File: config.mk
export PLATFORM = sky130hd
export DESIGN_NAME = psc_config_words
export DESIGN_NICKNAME = d
export VERILOG_FILES = /design/src/psc_pkg.sv /design/src/psc_config_words.sv
export VERILOG_INCLUDE_DIRS = /design/src
export SDC_FILE = /design/constraint.sdc
export NUM_CORES = 1
export LEC_CHECK = 0
export BUFFER_PORTS_ARGS = -buffer_cell sky130_fd_sc_hd__buf_2
export CAP_MARGIN = 20
export CORE_UTILIZATION = 45
export CTS_CLUSTER_SIZE = 40
export DETAILED_ROUTE_END_ITERATION = 8
export PLACE_DENSITY_LB_ADDON = 0.2
export SYNTH_ARGS = -nofsm -noshare
export SYNTH_HDL_FRONTEND = slang
export SYNTH_SLANG_ARGS = --single-unit
File: constraint.sdc
create_clock -name sys_clk -period 2.2 [get_ports sys_clk]
set_input_delay 0.22 -clock sys_clk [delete_from_list [all_inputs] [get_ports sys_clk]]
set_output_delay 0.22 -clock sys_clk [all_outputs]
set_load 0.01 [all_outputs]
File: src/psc_defines.svh
`ifndef PSC_DEFINES_SVH
`define PSC_DEFINES_SVH

// word selector values in bits 1:0
`define PSC_SEL_LSB        0
`define PSC_SEL_FBOUT      2'h1
`define PSC_SEL_PWR        2'h2

// feedback/output word field positions
`define PSC_FB_DELAY_LSB   12
`define PSC_MUX_LSB        15
`define PSC_PUMP_DIR_BIT   30
`define PSC_EXT_RES_BIT    31

// power-management word field positions
`define PSC_HOLD_BIT       2
`define PSC_PD_N_BIT       3
`define PSC_DIVRST_N_BIT   4
`define PSC_BG_EN_BIT      5
`define PSC_LOCKW_LSB      6

// power-up values
`define PSC_RST_FB_DELAY   3'h0
`define PSC_RST_OUT0_DIVIDER_SELECT       3'h0
`define PSC_RST_OUT1_DIVIDER_SELECT       3'h1
`define PSC_RST_OUT2_DIVIDER_SELECT       3'h2
`define PSC_RST_OUT3_DIVIDER_SELECT       3'h3
`define PSC_RST_OUT4_DIVIDER_SELECT       3'h3
`define PSC_RST_PUMP_DIR   1'h1
`define PSC_RST_EXT_RES    1'h0
`define PSC_RST_HOLD       1'h0
`define PSC_RST_PD_N       1'h1
`define PSC_RST_DIVRST_N   1'h1
`define PSC_RST_BG_EN      1'h1
`define PSC_RST_LOCKW      2'h0

// analog step sizes, for reference by consumers
`define PSC_DELAY_STEP_PS  150
`define PSC_LOCKW_MIN_PS   1200

`endif

File: src/psc_pkg.sv
package psc_pkg;

   typedef logic [2:0] psc_div_sel_t;

   // feedback/output word contents
   typedef struct packed {
      logic                  ext_resistor_enable;
      logic                  pump_direction;
      psc_div_sel_t [4:0]    out_divider_select;
      logic [2:0]            feedback_delay;
   } psc_fbout_t;

   // power-management word contents
   typedef struct packed {
      logic [1:0]            lock_window;
      logic                  bandgap_enable;
      logic                  divider_reset_n;
      logic                  power_down_n;
      logic                  hold_enable;
   } psc_pwr_t;

   // whole block state
   typedef struct packed {
      psc_fbout_t            fbout;
      psc_pwr_t              pwr;
   } psc_state_t;

endpackage : psc_pkg

File: src/psc_config_words.sv
`timescale 1ns/10ps
`include "psc_defines.svh"

module psc_config_words
   #(
      parameter int WORD_W = 32
   )
   (
      // clock and reset
      input  wire logic            sys_clk,
      input  wire logic            rst,
      // latched serial word from the shift front end
      input  wire logic [31:0]     word_data,
      input  wire logic            word_load,
      // configuration out to the analog side
      output psc_pkg::psc_fbout_t  fbout_cfg,
      output psc_pkg::psc_pwr_t    pwr_cfg,
      // derived controls
      output logic                 hold_active,
      output logic                 current_sources_off,
      output logic                 dividers_in_reset,
      output logic                 outputs_tristate,
      output logic                 pump_hold
   );
   import psc_pkg::*;

   // word layout handled here, selector in bits 1:0 of every word:
   //   feedback/output word, selector 01
   //     31     external resistor enable
   //     30     charge-pump correction sense
   //     29:27  divider select, output 4
   //     26:24  divider select, output 3
   //     23:21  divider select, output 2
   //     20:18  divider select, output 1
   //     17:15  divider select, output 0
   //     14:12  feedback-path delay code
   //     11:2   feedback divider value, kept by another block and dropped here
   //   power-management word, selector 10
   //     31:8   reserved, dropped
   //     7:6    lock-detect window, bit 6 the lsb
   //     5      bandgap enable
   //     4      divider reset, active low
   //     3      power down, active low
   //     2      charge-pump hold
   //   selectors 00 and 11 belong to words kept elsewhere; this block ignores them

   // the field map is fixed at 32 bits
   if (WORD_W != 32)
   begin : g_bad_width
      $error("psc_config_words: WORD_W must be 32");
   end

   // whole configuration as one struct, registered in one place
   psc_state_t state_q;
   psc_state_t state_d;

   // route decode, used by the update and the assertions
   function automatic logic is_sel(input logic [31:0] w, input logic [1:0] sel);
      is_sel = (w[`PSC_SEL_LSB +: 2] == sel);
   endfunction : is_sel

   // next state: only a word with a known selector lands; others are other words' business
   always_comb
   begin
      state_d = state_q;
      if (word_load && is_sel(word_data, `PSC_SEL_FBOUT))
      begin
         // bits 11:2 carry the feedback divider value, which another block keeps
         state_d.fbout.feedback_delay      = word_data[`PSC_FB_DELAY_LSB +: 3];
         for (int i = 0; i < 5; i++)
         begin
            state_d.fbout.out_divider_select[i] = word_data[`PSC_MUX_LSB + 3*i +: 3];
         end
         state_d.fbout.pump_direction      = word_data[`PSC_PUMP_DIR_BIT];
         state_d.fbout.ext_resistor_enable = word_data[`PSC_EXT_RES_BIT];
      end
      else if (word_load && is_sel(word_data, `PSC_SEL_PWR))
      begin
         // reserved bits 31:8 are dropped
         state_d.pwr.hold_enable     = word_data[`PSC_HOLD_BIT];
         state_d.pwr.power_down_n    = word_data[`PSC_PD_N_BIT];
         state_d.pwr.divider_reset_n = word_data[`PSC_DIVRST_N_BIT];
         state_d.pwr.bandgap_enable  = word_data[`PSC_BG_EN_BIT];
         state_d.pwr.lock_window     = word_data[`PSC_LOCKW_LSB +: 2];
      end
   end

   // state register with power-up values
   always_ff @(posedge sys_clk or posedge rst)
   begin
      if (rst)
      begin
         // each field spelled out so its power-up value sits beside its rule
         state_q.fbout.feedback_delay        <= `PSC_RST_FB_DELAY;
         state_q.fbout.out_divider_select[0] <= `PSC_RST_OUT0_DIVIDER_SELECT;
         state_q.fbout.out_divider_select[1] <= `PSC_RST_OUT1_DIVIDER_SELECT;
         state_q.fbout.out_divider_select[2] <= `PSC_RST_OUT2_DIVIDER_SELECT;
         state_q.fbout.out_divider_select[3] <= `PSC_RST_OUT3_DIVIDER_SELECT;
         state_q.fbout.out_divider_select[4] <= `PSC_RST_OUT4_DIVIDER_SELECT;
         state_q.fbout.pump_direction        <= `PSC_RST_PUMP_DIR;
         state_q.fbout.ext_resistor_enable   <= `PSC_RST_EXT_RES;
         state_q.pwr.hold_enable             <= `PSC_RST_HOLD;
         state_q.pwr.power_down_n            <= `PSC_RST_PD_N;
         state_q.pwr.divider_reset_n         <= `PSC_RST_DIVRST_N;
         state_q.pwr.bandgap_enable          <= `PSC_RST_BG_EN;
         state_q.pwr.lock_window             <= `PSC_RST_LOCKW;
      end
      else
      begin
         state_q <= state_d;
      end
   end

   // outputs straight from flops; power-down overrides pump_hold (not hold_active) and the divider reset
   assign fbout_cfg           = state_q.fbout;
   assign pwr_cfg             = state_q.pwr;
   assign hold_active         = state_q.pwr.hold_enable;
   assign pump_hold           = state_q.pwr.hold_enable & state_q.pwr.power_down_n;
   assign current_sources_off = ~state_q.pwr.power_down_n;
   assign outputs_tristate    = ~state_q.pwr.power_down_n;
   assign dividers_in_reset   = ~state_q.pwr.power_down_n | ~state_q.pwr.divider_reset_n;
   // the words are write-only: nothing reads them back, so a host that loses track must rewrite both
   // a refused selector raises no flag; the host learns of a bad word only from the analog side
   // the 250 MHz limit is not checked here; a bad divider choice is the host's to avoid

   // checks: each load check looks one edge after the routed word, once the flops have taken it
   // power word fields and their effects
   a_pwr_load_hold : assert property (@(posedge sys_clk) disable iff (rst)
      word_load && is_sel(word_data, `PSC_SEL_PWR) |=> hold_active == $past(word_data[`PSC_HOLD_BIT]))
      else $error("hold bit not loaded");
   a_pd_tristate : assert property (@(posedge sys_clk) disable iff (rst)
      word_load && is_sel(word_data, `PSC_SEL_PWR) && !word_data[`PSC_PD_N_BIT]
      |=> outputs_tristate && current_sources_off && dividers_in_reset && !pump_hold)
      else $error("power-down effects missing");
   a_pd_release : assert property (@(posedge sys_clk) disable iff (rst)
      word_load && is_sel(word_data, `PSC_SEL_PWR) && word_data[`PSC_PD_N_BIT]
      |=> !outputs_tristate && !current_sources_off)
      else $error("outputs still off after power-up word");
   a_hold_gate : assert property (@(posedge sys_clk) disable iff (rst)
      word_load && is_sel(word_data, `PSC_SEL_PWR) && word_data[`PSC_HOLD_BIT] && word_data[`PSC_PD_N_BIT]
      |=> hold_active && pump_hold)
      else $error("hold not reaching the pump");
   a_divrst_holds : assert property (@(posedge sys_clk) disable iff (rst)
      word_load && is_sel(word_data, `PSC_SEL_PWR) && !word_data[`PSC_DIVRST_N_BIT] |=> dividers_in_reset)
      else $error("divider reset not applied");
   a_divrst_release : assert property (@(posedge sys_clk) disable iff (rst)
      word_load && is_sel(word_data, `PSC_SEL_PWR) && word_data[`PSC_PD_N_BIT] && word_data[`PSC_DIVRST_N_BIT]
      |=> !dividers_in_reset)
      else $error("dividers held in reset without cause");
   a_bg_load : assert property (@(posedge sys_clk) disable iff (rst)
      word_load && is_sel(word_data, `PSC_SEL_PWR) |=> pwr_cfg.bandgap_enable == $past(word_data[`PSC_BG_EN_BIT]))
      else $error("bandgap bit not loaded");
   a_lockw_load : assert property (@(posedge sys_clk) disable iff (rst)
      word_load && is_sel(word_data, `PSC_SEL_PWR) |=> pwr_cfg.lock_window == $past(word_data[7:6]))
      else $error("lock window not loaded");

   // feedback/output word fields
   a_dir_load : assert property (@(posedge sys_clk) disable iff (rst)
      word_load && is_sel(word_data, `PSC_SEL_FBOUT) |=> fbout_cfg.pump_direction == $past(word_data[30]))
      else $error("pump direction not loaded");
   a_ext_resistor_enable_load : assert property (@(posedge sys_clk) disable iff (rst)
      word_load && is_sel(word_data, `PSC_SEL_FBOUT) |=> fbout_cfg.ext_resistor_enable == $past(word_data[31]))
      else $error("resistor enable not loaded");
   a_delay_load : assert property (@(posedge sys_clk) disable iff (rst)
      word_load && is_sel(word_data, `PSC_SEL_FBOUT) |=> fbout_cfg.feedback_delay == $past(word_data[14:12]))
      else $error("feedback delay not loaded");
   a_mux_load : assert property (@(posedge sys_clk) disable iff (rst)
      word_load && is_sel(word_data, `PSC_SEL_FBOUT) |=> fbout_cfg.out_divider_select == $past(word_data[29:15]))
      else $error("divider selects not loaded");

   // one check per output lane, so a failure points at the lane that slipped
   for (genvar g = 0; g < 5; g++)
   begin : g_lane_chk
      a_lane_load : assert property (@(posedge sys_clk) disable iff (rst)
         word_load && is_sel(word_data, `PSC_SEL_FBOUT)
         |=> fbout_cfg.out_divider_select[g] == $past(word_data[`PSC_MUX_LSB + 3*g +: 3]))
         else $error("divider select lane not loaded");
   end

   // routing: a word only lands in the word its selector names
   a_route_keep : assert property (@(posedge sys_clk) disable iff (rst)
      !(word_load && is_sel(word_data, `PSC_SEL_PWR)) |=> $stable(pwr_cfg))
      else $error("power word changed without a routed load");
   a_route_fb_keep : assert property (@(posedge sys_clk) disable iff (rst)
      !(word_load && is_sel(word_data, `PSC_SEL_FBOUT)) |=> $stable(fbout_cfg))
      else $error("feedback word changed without a routed load");
   a_bad_sel_keep : assert property (@(posedge sys_clk) disable iff (rst)
      word_load && (is_sel(word_data, 2'h0) || is_sel(word_data, 2'h3))
      |=> $stable(pwr_cfg) && $stable(fbout_cfg))
      else $error("unrouted word changed the configuration");

   // power-up values, checked on every edge while reset is held
   // no disable here: these are the only checks that must run inside reset
   a_pwr_reset : assert property (@(posedge sys_clk)
      rst |-> pwr_cfg == {`PSC_RST_LOCKW, `PSC_RST_BG_EN, `PSC_RST_DIVRST_N, `PSC_RST_PD_N, `PSC_RST_HOLD})
      else $error("power word not at power-up value");
   a_fb_reset : assert property (@(posedge sys_clk)
      rst |-> fbout_cfg == {`PSC_RST_EXT_RES, `PSC_RST_PUMP_DIR, `PSC_RST_OUT4_DIVIDER_SELECT, `PSC_RST_OUT3_DIVIDER_SELECT, `PSC_RST_OUT2_DIVIDER_SELECT,
                            `PSC_RST_OUT1_DIVIDER_SELECT, `PSC_RST_OUT0_DIVIDER_SELECT, `PSC_RST_FB_DELAY})
      else $error("feedback word not at power-up value");

   // main scenarios
   c_pwr_down : cover property (@(posedge sys_clk) disable iff (rst) $fell(pwr_cfg.power_down_n));
   c_fb_load  : cover property (@(posedge sys_clk) disable iff (rst) word_load && is_sel(word_data, `PSC_SEL_FBOUT));
   c_lockw3   : cover property (@(posedge sys_clk) disable iff (rst) pwr_cfg.lock_window == 2'h3);
   c_hold_on  : cover property (@(posedge sys_clk) disable iff (rst) $rose(pump_hold));
   c_bad_sel  : cover property (@(posedge sys_clk) disable iff (rst) word_load && is_sel(word_data, 2'h3));

endmodule : psc_config_words

==> impl_metrics.env <==
export IMPL_io_buffers=61
export IMPL_cts_tree="built"
export IMPL_setup_violations=0
export IMPL_nets=159
export IMPL_synth_warnings=0
export IMPL_endpoint_kind="primary output"
export IMPL_synth_cell_type_count=11
export IMPL_dieArea_sq_um=2690
export IMPL_cts_max_path_buffers=2
export IMPL_cts_setup_buffers=0
export IMPL_grt_pass1_wl_um=2990
export IMPL_nFillCells=189
export IMPL_grt_setup_unrepaired="no"
export IMPL_rr_startpoint="fbout_cfg[19]"
export IMPL_holdBufCountCts=0
export IMPL_gp_congestion=0.631
export IMPL_grt_max_degree=27
export IMPL_crit_path_start_kind="flip-flop"
export IMPL_critPathRequiredTime_ns=1.98
export IMPL_wl_per_cell_um=13.4
export IMPL_clkSinkCount=26
export IMPL_avgSynthCellArea_sq_um=18.0
export IMPL_max_cap_violations=0
export IMPL_relSlewSlack=0.361
export IMPL_drt_first_pass_iters=3
export IMPL_syn_area_sq_um=1120
export IMPL_via_count=720
export IMPL_hold_viol_final=0
export IMPL_cts_buffers=3
export IMPL_finalCritPeriodShare=0.611
export IMPL_grt_pass1_vias=666
export IMPL_crit_buf_inv=1
export IMPL_rows=17
export IMPL_path_class="flip-flop to primary output"
export IMPL_p_leak_nw=0.807
export IMPL_dr_wl_met2_um=1050
export IMPL_yosys_register_bits=26
export IMPL_hp_class="primary input to asynchronous set/reset pin"
export IMPL_detail_route_antenna_nets=0
export IMPL_cpLargestDelayFamily="flip-flops"
export IMPL_timing_hold_ws_ns=0.102
export IMPL_globalRouteOverflowTotal=0
export IMPL_route_detailed_drc=0
export IMPL_vdd_drop_max_mv=0.490
export IMPL_wl_met3_um=148
export IMPL_r2r_end="fbout_cfg[19]"
export IMPL_wl_met1_um=813
export IMPL_start_util=0.491
export IMPL_path_cells="and2_1, buf_2"
export IMPL_grt_antenna_before_repair=0
export IMPL_powerDensity_nw_per_um2=845
export IMPL_synth_fp_nets=97
export IMPL_clock_root_buffer="clkbuf_4"
export IMPL_ys_seq_area_frac=0.594
export IMPL_cts_htree_levels=1
export IMPL_layout_cells_non_filler=151
export IMPL_crit_path_max_fanout=5
export IMPL_status="complete, no violations"
export IMPL_antenna_cells=0
export IMPL_skew_ns=0
export IMPL_cts_resized=0
export IMPL_clkSlewWorstSetupHoldPaths_ns=0.13
export IMPL_slowest_delay_ns=0.58
export IMPL_worstSkewPairLatency_ns=0.31
export IMPL_finalMaxSlewViolations=0
export IMPL_critPathArrivalTime_ns=1.12
export IMPL_timing_fmax_ghz=0.744
export IMPL_grt_use_total=0.158
export IMPL_post_route_min_period_ns=1.34
export IMPL_ios=66
export IMPL_r2r_slack_ns=1.41
export IMPL_timing_setup_tns_ns=0
export IMPL_synthCells=62
export IMPL_routed_top_layer="met4"
export IMPL_routed_wl_um=2030
export IMPL_crit_path_top_delay_cell="dfstp_2"
export IMPL_r2r_cells=1
export IMPL_core_area_sq_um=2280
export IMPL_viasPerCell=4.77
export IMPL_worstSetupStartpoint="pwr_cfg[1]"
export IMPL_total_power_mw=1.23
export IMPL_worstSetupEndpoint="pump_hold"
export IMPL_die_w_um=51.8
export IMPL_dieHeight_um=51.8
export IMPL_drt_initial_drc_count=3
export IMPL_dp_cells=147
export IMPL_tightest_slew_ns=0.958
export IMPL_drive_gt1_frac=0.837
export IMPL_syn2layout_area_growth_pct=30.3
export IMPL_cp_num_cells=2
[cell usage after synthesis]
master,instances,share of area
nand2_1,1,0.0034
buf_4,2,0.013
mux2_4,20,0.27
dfstp_2,10,0.24
nand3b_2,1,0.010
inv_1,2,0.0067
mux2_2,6,0.060
dfrtp_1,16,0.36
nand3b_4,1,0.018
buf_6,2,0.020
and2_1,1,0.0056
[placed cells by master, fill, tap and decap left out, drive strengths merged]
master,count
clkbuf,4
nand2,1
and2,1
inv,2
dfrtp,16
dfstp,10
nand3b,2
buf,61
mux2,26
[report_power, final]
part | total, mW | internal [mW] | switching (mW)
logic | 0.351 | 0.205 | 0.146
registers | 0.647 | 0.594 | 0.0533
clock network | 0.232 | 0.101 | 0.131
[metal layers]
layer | vias up | track usage
met5 | - | 0
met4 | 0 | 0.0811
met3 | 2 | 0.0351
met2 | 35 | 0.286
met1 | 354 | 0.170
li1 | 329 | -
[worst min-delay path by stage]
stage	endpoint	start	slack, ns
after global routing	fbout_cfg[6]	word_data[18]	0.11
final	fbout_cfg[0]	rst	0.10
after detailed placement	fbout_cfg[11]	word_data[23]	0.46
after global placement	fbout_cfg[17]	word_data[29]	0.45
after floorplan	fbout_cfg[0]	rst	0.25
after CTS	fbout_cfg[1]	rst	0.12
[kinds of logic (layout without fill, tap and decap cells)]
group,after synthesis,in the layout,share of synthesized area
buffers and inverters,6,67,0.0403
multiplexers,26,26,0.329
flip-flops,26,26,0.593
AND/OR/NAND/NOR,4,4,0.0370
[flip-flops by register name (all words and copies together) (netlist names)]
register     cells
fbout_cfg       20
pwr_cfg          5
hold_active      1
[cell type report]
type                    count  area (sq um)  area share
flip-flops and latches     26           663       0.455
multi-input cells          30           409       0.281
repair buffers             61           305       0.210
clock buffers               4          36.3      0.0249
well taps                  28          35.0      0.0241
inverters                   2          7.51     0.00515
[stage by stage]
step	utilization	setup slack [ns]	cell area, sq um
6_report	0.640	0.856	1460
2_1_floorplan	-	1.20	1120
3_3_place_gp	0.624	0.922	1420
5_1_grt	0.640	0.814	1460
4_1_cts	0.640	0.841	1460
3_5_place_dp	0.624	0.895	1420
Power figures use the tool's default switching activity.
